**config.mk**
```make
export PLATFORM = sky130hd
export DESIGN_NAME = adc_seq
export DESIGN_NICKNAME = d
export VERILOG_FILES = /design/src/rtl/adc_seq_pkg.sv /design/src/rtl/adc_seq.sv
export SDC_FILE = /design/constraint.sdc
export NUM_CORES = 1
export LEC_CHECK = 0
export BUFFER_PORTS_ARGS = -buffer_cell sky130_fd_sc_hd__buf_2
export CAP_MARGIN = 20
export CORE_AREA = 2 2 151 139
export DETAILED_ROUTE_END_ITERATION = 16
export DIE_AREA = 0 0 153 141
export PLACE_DENSITY = 0.64
export SKIP_LAST_GASP = 1
export SLEW_MARGIN = 5
export SYNTH_ARGS = -nofsm -noshare
export SYNTH_HDL_FRONTEND = slang
export SYNTH_SLANG_ARGS = --single-unit
```
**constraint.sdc**
```tcl
create_clock -name sys_clk_in -period 2.7 [get_ports sys_clk_in]
set_input_delay 0.405 -clock sys_clk_in [delete_from_list [all_inputs] [get_ports sys_clk_in]]
set_output_delay 0.405 -clock sys_clk_in [all_outputs]
set_load 0.05 [all_outputs]
```
**src/rtl/adc_seq_pkg.sv**
```systemverilog
// shared constants and types for the converter sequencing and result block
package adc_seq_pkg;
  // ==========================================================
  // register indices (printed offsets; byte address = 4*index)
  localparam logic [12:0] IDX_FILTER_OUTPUT = 13'h1D14;
  localparam logic [12:0] IDX_TRIGGER_TALLY = 13'h1D19;
  localparam logic [12:0] IDX_CHECK_INTERVAL = 13'h1D1A;
  localparam logic [12:0] IDX_EARLIER_VALUE = 13'h1D1B;
  localparam logic [12:0] IDX_CONV_OUTCOME = 13'h1D1D;
  localparam logic [12:0] IDX_SAMPLING_WINDOW = 13'h1D21;
  localparam logic [12:0] IDX_EXTRA_CHARGE = 13'h1D23;
  localparam logic [12:0] IDX_CHARGE_SETUP = 13'h1D24;
  localparam logic [12:0] IDX_SAMPLING_HIGH = 13'h1D30;
  localparam logic [12:0] IDX_SAMPLING_LOW = 13'h1D31;
  localparam logic [12:0] IDX_CHARGE_HIGH = 13'h1D32;
  localparam logic [12:0] IDX_CHARGE_LOW = 13'h1D33;
  localparam logic [12:0] IDX_CONTROL = 13'h1D34;
  localparam logic [12:0] IDX_STATUS = 13'h1D35;
  localparam logic [12:0] IDX_IRQ_STATUS = 13'h1D36;
  localparam logic [12:0] IDX_IRQ_MASK = 13'h1D37;
  // ==========================================================
  // field positions and reset values
  localparam int CTRL_RC_SEL_BIT = 0;
  localparam int CTRL_PSRC_BIT = 1;
  localparam int CTRL_MODE_LSB = 4;
  localparam int CTRL_SHIFT_LSB = 8;
  localparam int IRQ_DONE_BIT = 0;
  localparam int IRQ_CHECK_BIT = 1;
  localparam logic [12:0] LEN_RESET = 13'h0000;
  localparam logic [15:0] WORD16_RESET = 16'h0000;
  localparam logic [7:0] BYTE_RESET = 8'h00;
  localparam logic [4:0] CAP_RESET = 5'h00;
  localparam logic [13:0] ACQ_ZERO_CYCLES = 14'h2000;
  localparam logic [7:0] TALLY_MAX = 8'hFF;
  // ==========================================================
  // computation modes and stage codes
  typedef enum logic [2:0]
  {
    MODE_BASIC = 3'h0,
    MODE_ACCUM = 3'h1,
    MODE_AVG = 3'h2,
    MODE_BURST = 3'h3,
    MODE_LPF = 3'h4
  } calc_mode_t;
  typedef enum logic [2:0]
  {
    STG_IDLE = 3'b000,
    STG_PRE = 3'b001,
    STG_ACQ = 3'b010,
    STG_CONV = 3'b011
  } stage_t;
endpackage

```
**src/rtl/adc_seq.sv**
```systemverilog
// conversion sequencing, trigger tally and result registers behind apb
//
// Local design decision: the APB register port.
`timescale 1ns/1ps
module adc_seq
(
  input wire logic sys_clk_in,
  input wire logic rst_in,
  input wire logic psel_in,
  input wire logic penable_in,
  input wire logic pwrite_in,
  input wire logic [31:0] paddr_in,
  input wire logic [31:0] pwdata_in,
  input wire logic [3:0] pstrb_in,
  output logic [31:0] prdata_out,
  output logic pready_out,
  output logic pslverr_out,
  input wire logic trigger_in,
  input wire logic dedicated_rc_osc_in,
  input wire logic conv_done_in,
  input wire logic [15:0] sample_in,
  input wire logic [17:0] running_sum_in,
  input wire logic [15:0] low_pass_in,
  output logic [2:0] stage_out,
  output logic [4:0] extra_sample_charge_sel_out,
  output logic check_threshold_out,
  output logic irq_out
);
  // ==========================================================
  // state
  typedef struct packed
  {
    logic [12:0] charge_setup;
    logic [12:0] sampling_window_count;
    logic [4:0] extra_sample_charge_sel;
    logic [7:0] check_interval;
    logic [7:0] trigger_tally;
    logic [15:0] filter_output;
    logic [15:0] earlier_value;
    logic [15:0] conversion_outcome;
    logic rc_sel;
    logic earlier_source_sel;
    logic [2:0] mode;
    logic [3:0] sum_shift_amount;
    logic [1:0] irq_status;
    logic [1:0] irq_mask;
    adc_seq_pkg::stage_t stage;
    logic [13:0] remain;
    logic rc_s1;
    logic rc_s2;
    logic rc_s3;
    logic trig_s1;
    logic trig_s2;
    logic trig_s3;
    logic [31:0] prdata;
    logic pready;
    logic pslverr;
    logic check;
    logic irq;
  } state_t;
  state_t st;
  state_t next_st;
  logic [12:0] idx;
  logic wr_acc;
  logic rd_acc;
  logic tick;
  logic trig_edge;
  logic mapped;
  logic [31:0] rdata;
  logic signed [17:0] shifted;
  assign idx = paddr_in[14:2];
  assign wr_acc = psel_in && penable_in && pwrite_in && !st.pready;
  assign rd_acc = psel_in && penable_in && !pwrite_in && !st.pready;
  assign shifted = $signed(running_sum_in) >>> st.sum_shift_amount;
  // rc edge taken only from synchronised copies, never the first stage
  assign tick = st.rc_sel ? (st.rc_s2 && !st.rc_s3) : 1'b1;
  assign trig_edge = st.trig_s2 && !st.trig_s3;
  // ==========================================================
  // read mux
  always_comb
  begin
    rdata = 32'h00000000;
    mapped = 1'b1;
    unique case (idx)
      adc_seq_pkg::IDX_FILTER_OUTPUT: rdata[15:0] = st.filter_output;
      adc_seq_pkg::IDX_TRIGGER_TALLY: rdata[7:0] = st.trigger_tally;
      adc_seq_pkg::IDX_CHECK_INTERVAL: rdata[7:0] = st.check_interval;
      adc_seq_pkg::IDX_EARLIER_VALUE: rdata[15:0] = st.earlier_value;
      adc_seq_pkg::IDX_CONV_OUTCOME: rdata[15:0] = st.conversion_outcome;
      adc_seq_pkg::IDX_SAMPLING_WINDOW: rdata[12:0] = st.sampling_window_count;
      adc_seq_pkg::IDX_EXTRA_CHARGE: rdata[4:0] = st.extra_sample_charge_sel;
      adc_seq_pkg::IDX_CHARGE_SETUP: rdata[12:0] = st.charge_setup;
      adc_seq_pkg::IDX_SAMPLING_HIGH: rdata[4:0] = st.sampling_window_count[12:8];
      adc_seq_pkg::IDX_SAMPLING_LOW: rdata[7:0] = st.sampling_window_count[7:0];
      adc_seq_pkg::IDX_CHARGE_HIGH: rdata[4:0] = st.charge_setup[12:8];
      adc_seq_pkg::IDX_CHARGE_LOW: rdata[7:0] = st.charge_setup[7:0];
      adc_seq_pkg::IDX_CONTROL: rdata[11:0] = {st.sum_shift_amount, 1'b0, st.mode, 2'b00,
                                              st.earlier_source_sel, st.rc_sel};
      adc_seq_pkg::IDX_STATUS: rdata[2:0] = st.stage;
      adc_seq_pkg::IDX_IRQ_STATUS: rdata[1:0] = st.irq_status;
      adc_seq_pkg::IDX_IRQ_MASK: rdata[1:0] = st.irq_mask;
      default: mapped = 1'b0;
    endcase
  end
  // ==========================================================
  // next state
  always_comb
  begin
    logic [1:0] ev;
    logic avg_mode;
    ev = 2'b00;
    next_st = st;
    avg_mode = (st.mode == adc_seq_pkg::MODE_AVG) || (st.mode == adc_seq_pkg::MODE_BURST) ||
               (st.mode == adc_seq_pkg::MODE_LPF);
    next_st.rc_s1 = dedicated_rc_osc_in;
    next_st.rc_s2 = st.rc_s1;
    next_st.rc_s3 = st.rc_s2;
    next_st.trig_s1 = trigger_in;
    next_st.trig_s2 = st.trig_s1;
    next_st.trig_s3 = st.trig_s2;
    next_st.check = 1'b0;
    // apb: one wait state, answer registered
    next_st.pready = psel_in && penable_in && !st.pready;
    next_st.pslverr = (wr_acc || rd_acc) && !mapped;
    if (rd_acc)
    begin
      next_st.prdata = rdata;
    end
    // filter output tracks the computation every cycle
    if (st.mode == adc_seq_pkg::MODE_LPF)
    begin
      next_st.filter_output = low_pass_in;
    end
    else
    begin
      next_st.filter_output = shifted[15:0];
    end
    // stage sequencer
    unique case (st.stage)
      adc_seq_pkg::STG_IDLE:
      begin
        if (trig_edge)
        begin
          next_st.earlier_value = st.earlier_source_sel ? st.filter_output : st.conversion_outcome;
          if (st.charge_setup != 13'h0000)
          begin
            next_st.stage = adc_seq_pkg::STG_PRE;
            next_st.remain = {1'b0, st.charge_setup};
          end
          else if (st.sampling_window_count != 13'h0000)
          begin
            next_st.stage = adc_seq_pkg::STG_ACQ;
            next_st.remain = {1'b0, st.sampling_window_count};
          end
          else
          begin
            next_st.stage = adc_seq_pkg::STG_CONV;
          end
          if (avg_mode)
          begin
            if (st.trigger_tally != adc_seq_pkg::TALLY_MAX)
            begin
              next_st.trigger_tally = st.trigger_tally + 8'h01;
            end
            if (st.trigger_tally + 8'h01 == st.check_interval)
            begin
              next_st.check = 1'b1;
              ev[adc_seq_pkg::IRQ_CHECK_BIT] = 1'b1;
            end
          end
        end
      end
      adc_seq_pkg::STG_PRE:
      begin
        if (tick)
        begin
          next_st.remain = st.remain - 14'h0001;
          if (st.remain == 14'h0001)
          begin
            next_st.stage = adc_seq_pkg::STG_ACQ;
            next_st.remain = (st.sampling_window_count == 13'h0000) ? adc_seq_pkg::ACQ_ZERO_CYCLES
                             : {1'b0, st.sampling_window_count};
          end
        end
      end
      adc_seq_pkg::STG_ACQ:
      begin
        if (tick)
        begin
          next_st.remain = st.remain - 14'h0001;
          if (st.remain == 14'h0001)
          begin
            next_st.stage = adc_seq_pkg::STG_CONV;
          end
        end
      end
      adc_seq_pkg::STG_CONV:
      begin
        if (conv_done_in)
        begin
          next_st.conversion_outcome = sample_in;
          next_st.stage = adc_seq_pkg::STG_IDLE;
          ev[adc_seq_pkg::IRQ_DONE_BIT] = 1'b1;
        end
      end
      default: next_st.stage = adc_seq_pkg::STG_IDLE;
    endcase
    // register writes take effect in the access cycle
    if (wr_acc && pstrb_in[0])
    begin
      unique case (idx)
        adc_seq_pkg::IDX_TRIGGER_TALLY: next_st.trigger_tally = pwdata_in[7:0];
        adc_seq_pkg::IDX_CHECK_INTERVAL: next_st.check_interval = pwdata_in[7:0];
        adc_seq_pkg::IDX_CONV_OUTCOME: next_st.conversion_outcome[7:0] = pwdata_in[7:0];
        adc_seq_pkg::IDX_SAMPLING_WINDOW: next_st.sampling_window_count[7:0] = pwdata_in[7:0];
        adc_seq_pkg::IDX_EXTRA_CHARGE: next_st.extra_sample_charge_sel = pwdata_in[4:0];
        adc_seq_pkg::IDX_CHARGE_SETUP: next_st.charge_setup[7:0] = pwdata_in[7:0];
        adc_seq_pkg::IDX_SAMPLING_HIGH: next_st.sampling_window_count[12:8] = pwdata_in[4:0];
        adc_seq_pkg::IDX_SAMPLING_LOW: next_st.sampling_window_count[7:0] = pwdata_in[7:0];
        adc_seq_pkg::IDX_CHARGE_HIGH: next_st.charge_setup[12:8] = pwdata_in[4:0];
        adc_seq_pkg::IDX_CHARGE_LOW: next_st.charge_setup[7:0] = pwdata_in[7:0];
        adc_seq_pkg::IDX_CONTROL:
        begin
          next_st.rc_sel = pwdata_in[adc_seq_pkg::CTRL_RC_SEL_BIT];
          next_st.earlier_source_sel = pwdata_in[adc_seq_pkg::CTRL_PSRC_BIT];
          next_st.mode = pwdata_in[adc_seq_pkg::CTRL_MODE_LSB +: 3];
        end
        adc_seq_pkg::IDX_IRQ_MASK: next_st.irq_mask = pwdata_in[1:0];
        default: next_st.pslverr = next_st.pslverr;
      endcase
    end
    if (wr_acc && pstrb_in[1])
    begin
      unique case (idx)
        adc_seq_pkg::IDX_CONV_OUTCOME: next_st.conversion_outcome[15:8] = pwdata_in[15:8];
        adc_seq_pkg::IDX_SAMPLING_WINDOW: next_st.sampling_window_count[12:8] = pwdata_in[12:8];
        adc_seq_pkg::IDX_CHARGE_SETUP: next_st.charge_setup[12:8] = pwdata_in[12:8];
        adc_seq_pkg::IDX_CONTROL: next_st.sum_shift_amount = pwdata_in[adc_seq_pkg::CTRL_SHIFT_LSB +: 4];
        default: next_st.pslverr = next_st.pslverr;
      endcase
    end
    // write-one-to-clear, but a new event wins over the clear
    if (wr_acc && pstrb_in[0] && idx == adc_seq_pkg::IDX_IRQ_STATUS)
    begin
      next_st.irq_status = st.irq_status & ~pwdata_in[1:0];
    end
    next_st.irq_status = next_st.irq_status | ev;
    next_st.irq = |(next_st.irq_status & next_st.irq_mask);
  end
  // ==========================================================
  // state register; reset clears all but filter output, which still loads the computed value
  always_ff @(posedge sys_clk_in)
  begin
    if (rst_in)
    begin
      st <= '0;
      st.filter_output <= next_st.filter_output;
    end
    else
    begin
      st <= next_st;
    end
  end
  assign prdata_out = st.prdata;
  assign pready_out = st.pready;
  assign pslverr_out = st.pslverr;
  assign stage_out = st.stage;
  assign extra_sample_charge_sel_out = st.extra_sample_charge_sel;
  assign check_threshold_out = st.check;
  assign irq_out = st.irq;
  // ==========================================================
  // assertions
  property p_pre_len;
    @(posedge sys_clk_in) disable iff (rst_in)
    (st.stage == adc_seq_pkg::STG_IDLE && next_st.stage == adc_seq_pkg::STG_PRE && !st.rc_sel &&
     st.charge_setup == 13'h0002) |=> (st.stage == adc_seq_pkg::STG_PRE) [*2] ##1 (st.stage != adc_seq_pkg::STG_PRE);
  endproperty
  a_pre_len: assert property (p_pre_len) else $error("precharge length wrong");
  property p_pre_skip;
    @(posedge sys_clk_in) disable iff (rst_in)
    (st.stage == adc_seq_pkg::STG_IDLE && trig_edge && st.charge_setup == 13'h0000) |=>
      st.stage != adc_seq_pkg::STG_PRE;
  endproperty
  a_pre_skip: assert property (p_pre_skip) else $error("precharge not skipped");
  property p_acq_len;
    @(posedge sys_clk_in) disable iff (rst_in)
    ($rose(st.stage == adc_seq_pkg::STG_ACQ) && !st.rc_sel && st.remain == 14'h0003) |->
      ##1 (st.stage == adc_seq_pkg::STG_ACQ) [*2] ##1 (st.stage == adc_seq_pkg::STG_CONV);
  endproperty
  a_acq_len: assert property (p_acq_len) else $error("acquisition length wrong");
  property p_acq_zero;
    @(posedge sys_clk_in) disable iff (rst_in)
    (st.stage == adc_seq_pkg::STG_PRE && next_st.stage == adc_seq_pkg::STG_ACQ &&
     st.sampling_window_count == 13'h0000) |=> st.remain == adc_seq_pkg::ACQ_ZERO_CYCLES;
  endproperty
  a_acq_zero: assert property (p_acq_zero) else $error("acquisition zero not 8192");
  property p_rc_hold;
    @(posedge sys_clk_in) disable iff (rst_in)
    (st.rc_sel && !tick && st.stage == adc_seq_pkg::STG_PRE) |=> $stable(st.remain);
  endproperty
  a_rc_hold: assert property (p_rc_hold) else $error("counted without rc tick");
  property p_tally_sat;
    @(posedge sys_clk_in) disable iff (rst_in)
    (st.trigger_tally == adc_seq_pkg::TALLY_MAX && !wr_acc) |=> st.trigger_tally == adc_seq_pkg::TALLY_MAX;
  endproperty
  a_tally_sat: assert property (p_tally_sat) else $error("tally wrapped");
  property p_prev;
    @(posedge sys_clk_in) disable iff (rst_in)
    (st.stage == adc_seq_pkg::STG_IDLE && trig_edge && !st.earlier_source_sel) |=>
      st.earlier_value == $past(st.conversion_outcome);
  endproperty
  a_prev: assert property (p_prev) else $error("earlier value not captured");
  property p_result;
    @(posedge sys_clk_in) disable iff (rst_in)
    (st.stage == adc_seq_pkg::STG_CONV && conv_done_in) |=> st.conversion_outcome == $past(sample_in);
  endproperty
  a_result: assert property (p_result) else $error("result not stored");
  property p_lpf;
    @(posedge sys_clk_in) disable iff (rst_in)
    (st.mode == adc_seq_pkg::MODE_LPF) |=> st.filter_output == $past(low_pass_in);
  endproperty
  a_lpf: assert property (p_lpf) else $error("filter output not low-pass");
  c_pre: cover property (@(posedge sys_clk_in) st.stage == adc_seq_pkg::STG_PRE);
  c_conv_done: cover property (@(posedge sys_clk_in) st.stage == adc_seq_pkg::STG_CONV && conv_done_in);
  c_check: cover property (@(posedge sys_clk_in) st.check);
endmodule

```
---- After elaboration in Yosys (flattened, before gate mapping) ----
Index checks and enable logic that the tools add are counted.
W data, S select, Z words.
storage, ports and cells
  flip-flop bits (word level) ............. 151
  input port bits ......................... 126
  output and inout bits ................... 44
  logic and storage cells ................. 161
cells by class
  add/subtract/negate cells ............... 2
  eq/ne operators ......................... 32
  shift-type cells ........................ 1
  multiplexer cells ....................... 55
  bitwise logic cells ..................... 4
  reductions and logical operators ........ 38
operators by type and width
  cell                     number
  $eq A13 B13 Y1 const B   16
  $mux W8                  11
  $mux W16                 5
  $mux W17                 4
  $mux W47                 1
  $pmux W14 S3             1
  $mux W5                  8
  $mux W14                 2
  $pmux W2 S14             1
  $reduce_bool A13 Y1      2
  $pmux W3 S8              1
  $pmux W4 S6              1
  $pmux W2 S11             1
  $sshr A18 B4 Y16         1
  $reduce_or A16 Y1        1
  $eq A14 B1 Y1 const B    1
  $reduce_and A2 Y1        7
  $sub A14 B1 Y14 const B  1
  $logic_not A13 Y1        1
  $mux W13                 1
  $eq A3 B2 Y1 const B     4
  $logic_and A1 B1 Y1      12
  $ne A2 B2 Y1 const B     6
  $pmux W3 S4              1
  22 further kinds         42

---- Logic depth before layout (Yosys ltp) ----
  word-level depth ........................ 10
  gate-level depth with buffers ........... 10
  depth with buffers taken out ............ 8

---- Worst setup path before layout ----
No wires, ideal clock.
  path kind ............................... flip-flop to flip-flop
  from .................................... register st, in the netlist stage_out[0]
  to ...................................... register st[127] in the netlist's numbering
  library setup time ...................... 0.128 ns
  arrival time ............................ 2.078 ns
  required time ........................... 2.572 ns
  setup slack ............................. 0.495 ns
  stages on the path, launching flop included .. 11
  path buffers ............................ 2
  period minus slack after synthesis ...... 2.205 ns
  cells stage by stage .................... dfxtp_1 -> inv_1 -> ha_1 -> clkbuf_2 -> and3b_1 -> buf_2 -> o21ai_1 -> or4_1 -> mux2_2 -> mux2i_1 -> nor2_1
on the way
  word-level cells in the longest chain between the ends .. 4
RTL lines
  item                    RTL line        text
  from (decl)             adc_seq.sv:61   state_t st;
  from (signal assigned)  adc_seq.sv:261  st <= next_st;
  $logic_not A3 Y1 (*)    adc_seq.sv:139  unique case (st.stage)
  $mux W8 (*)             adc_seq.sv:139
  $mux W8                 adc_seq.sv:211  unique case (idx)
  $mux W47 (*)            adc_seq.sv:209  if (wr_acc && pstrb_in[0])
Every way passes the cells marked *; elsewhere a longest branch is shown, timed or not.
A chain may end at the register's enable or synchronous reset.

---- Final worst setup path ----
  from .................................... register st, in the netlist stage_out[1]
  to ...................................... register st[127] in the netlist's numbering
The elaborated chain is that of the path after synthesis.

==> results by group <==
GRT
  – Grt met1 use: 0.403
  – Pin count of the biggest net entering global routing: 75
  – Vias in the first global route: 7958
  – Grt ovf: 0
  – Most Used Layer, Global Route: met2
  – Initial antenna violation count: 0
  – Total GRT Usage: 0.279
  – First-pass GRT wire length: 46700 um
  – Met2 Use GR: 0.427
  – Met3 usage: 0.0427

Final layout
  – Share of cells above drive strength 1: 0.206
  – Layout net count: 1306
  – Most frequent cells in the layout: dfxtp_1 (150), nor2_1 (132), buf_2 (114)
  – Multi-input gate area: 0.00546 mm2
  – Antenna fix cells: 0
  – FF/Latch Area: 0.00300 mm2
  – Fill cells: 1947
  – P&R area growth vs syn: 15.3%
  – Layout Utilization: 0.517
  – Commonest non-fill, non-tap cell in the layout: dfxtp_1

Synthesis
  – Flops & latches, synth: 150
  – Synth Instances: 1084
  – Async SR Flop Fraction: 0
  – Syn. warnings: 0
  – Synth top area cells: dfxtp_1 (33%), mux2i_1 (11%), nor2_1 (5.5%)
  – Predominant post-synthesis flop cell: dfxtp_1
  – Area of the mapped netlist: 0.00905 mm2
  – Dominant cell type by area after synthesis: dfxtp_1
  – Register area share after synthesis: 0.332
  – Syn_area_per_cell: 8.35 um2
  – Top-area cell type share of the netlist area: 0.332
  – Count of cell types in the netlist: 77
  – Post-synth EDFFs: 0

Drt
  – Via density: 6.04
  – Vias: 8720
  – Routed Antenna Nets: 0
  – Iter 0 DRT Violations: 859
  – Routed len/inst: 21.0 um
  – Drt pass-1 iters: 8
  – DRC: 0
  – Final WL: 30300 um

Floorplan
  – Starting Density: 0.448
  – Die Area: 0.0216 mm2
  – Die Y: 141 um
  – Std-Cell Rows: 50
  – Die W: 153 um
  – CORE AREA: 0.0202 mm2
  – # IOs: 170

CTS
  – Clock insertion delay at the later pin of the skew report: 430 ps
  – Clock-pin slew on the worst setup and hold paths: 70 ps
  – Total CTS buffers: 17
  – Clock Sinks: 150
  – CTS tree: yes
  – Deepest clock path buffer count: 2
  – Post-CTS setup buffers: 0
  – Hold-fix buffers, CTS: 0
  – Post-CTS Resized: 0
  – Number of H-tree levels: 4
  – Root buffer cell: clkbuf_16

Power
  – Combinational share of power: 0.221
  – P_leak: 3.78 nW
  – Clock Power Share: 0.390
  – Cell Pwr Density: 589 mW/mm2
  – Sequential Power Share: 0.389
  – Sw power: 0.00192 W
  – Switching Fraction: 0.312
  – VDD IR max: 0.000380 V
  – Int Power: 0.00423 W

Status
  – Status: finished clean

Critical path
  – Critical path startpoint category: flip-flop
  – Critical-path maximum fanout: 6
  – Worst stage delay on the critical path: 560 ps
  – Worst path slowest cell: or4_1
  – Critical path class: reg -> reg
  – Worst Path Arrival: 2740 ps
  – Element type at the critical path end: flip-flop
  – CP Cell Sequence: inv_1, ha_1, and3b_1, o21ai_1, or4_1, mux2_2, mux2i_1, nor2_1
  – Crit path required time: 2990 ps

Timing
  – Setup TNS: 0 ps
  – Worst Skew: 8.34 ps
  – Fin crit share: 0.906
  – Slew Limit Fails: 0
  – Slew Limit Headroom: 0.448
  – Fin. Hold Viols: 0
  – Fin crit period: 2450 ps
  – Final worst slack: 254 ps
  – Final setup viols: 0
  – Fmax: 409 MHz
  – RSZ-0062 raised after global routing: false
  – Worst-Margin Slew: 827 ps

Place
  – Pre-CTS WS: 151 ps
  – DP HPWL: 22400 um
  – Final GP Congestion: 0.977
  – Port buffer count: 115

Worst hold path
  – HP Class: in -> reg

Flow run
  – Max cap viols: 0
-- power groups by stage --
stage               clock [W]  sequential (W)  combinational, W
floorplan                   0         0.00241          0.000984
global placement            0         0.00243           0.00133
detailed placement          0         0.00244           0.00134
CTS                   0.00241         0.00239           0.00134
global route          0.00249         0.00240           0.00150
finish                0.00240         0.00239           0.00135
-- logic make-up after synthesis --
family,after synthesis,synth area share
flops,150,0.332
other cells,1,0.000414
simple gates,394,0.216
compound gates,260,0.206
xor+xnor,25,0.0242
mux,115,0.136
buf+inv,130,0.0732
fa+ha+maj,9,0.0124
-- path summary, 6_finish.rpt --
kind	start	end	slack [ps]	depth (start not counted)
max	stage_out[1]	st[127]	250	8
min	low_pass_in[1]	st[105]	180	3
max reg2reg	stage_out[1]	st[127]	250	8
min reg2reg	next_st[40]	next_st[39]	440	1
-- critical path: cells and delay by family (launching register included) --
kind,cells,cell delay (ps)
buffers and inverters,1,150
flip-flops,1,360
AND/OR/NAND/NOR,3,930
adder cells (fa/ha/maj),1,240
AO/OA/AOI/OAI,1,200
multiplexers,2,430
-- area by class of cell --
cell class | instances | area share
clock buffers | 18 | 0.0421
clock inverters | 14 | 0.0141
inverters | 8 | 0.00288
multi-input cells | 820 | 0.523
flip-flops and latches | 150 | 0.288
well taps | 260 | 0.0312
repair buffers | 174 | 0.0990
-- sequential cells by signal (all words and copies together) (netlist names) --
name / flops
st: 119
pslverr_out: 1
check_threshold_out: 1
stage_out: 2
prdata_out: 16
irq_out: 1
extra_sample_charge_sel_out: 5
pready_out: 1
next_st: 4
-- synthesized netlist by cell type (12+ instances only) --
library cell	instances
nor2b_1	17
buf_4	41
nand2_1	96
buf_2	16
mux2_2	14
a32oi_1	12
a211oi_1	39
o211ai_1	13
o21ai_0	46
clkbuf_1	56
nor3_1	17
a22oi_1	14
a21oi_1	42
a32o_1	16
xnor2_1	18
a311oi_1	18
nor4_1	12
dfxtp_1	150
nor2_1	132
mux2i_1	96
nand3_1	36
nand4_1	13
-- per-layer routing --
metal,vias to the layer above,wire [um]
met1,4134,14200
li1,4127,-
met4,0,785
met2,411,13000
met3,48,2300
met5,-,0
-- metrics by stage --
| stage | hold WS (ps) | total power [W] | area [um2] | instances |
|---|---|---|---|---|
| floorplan | 414 | 0.00340 | 9110 | 1100 |
| global placement | 422 | 0.00376 | 9850 | 1412 |
| detailed placement | 428 | 0.00377 | 9850 | 1412 |
| CTS | 173 | 0.00614 | 10400 | 1444 |
| global route | 177 | 0.00639 | 10400 | 1444 |
| finish | 177 | 0.00614 | 10400 | 1444 |
No activity file was read; power rests on OpenSTA's default activity.
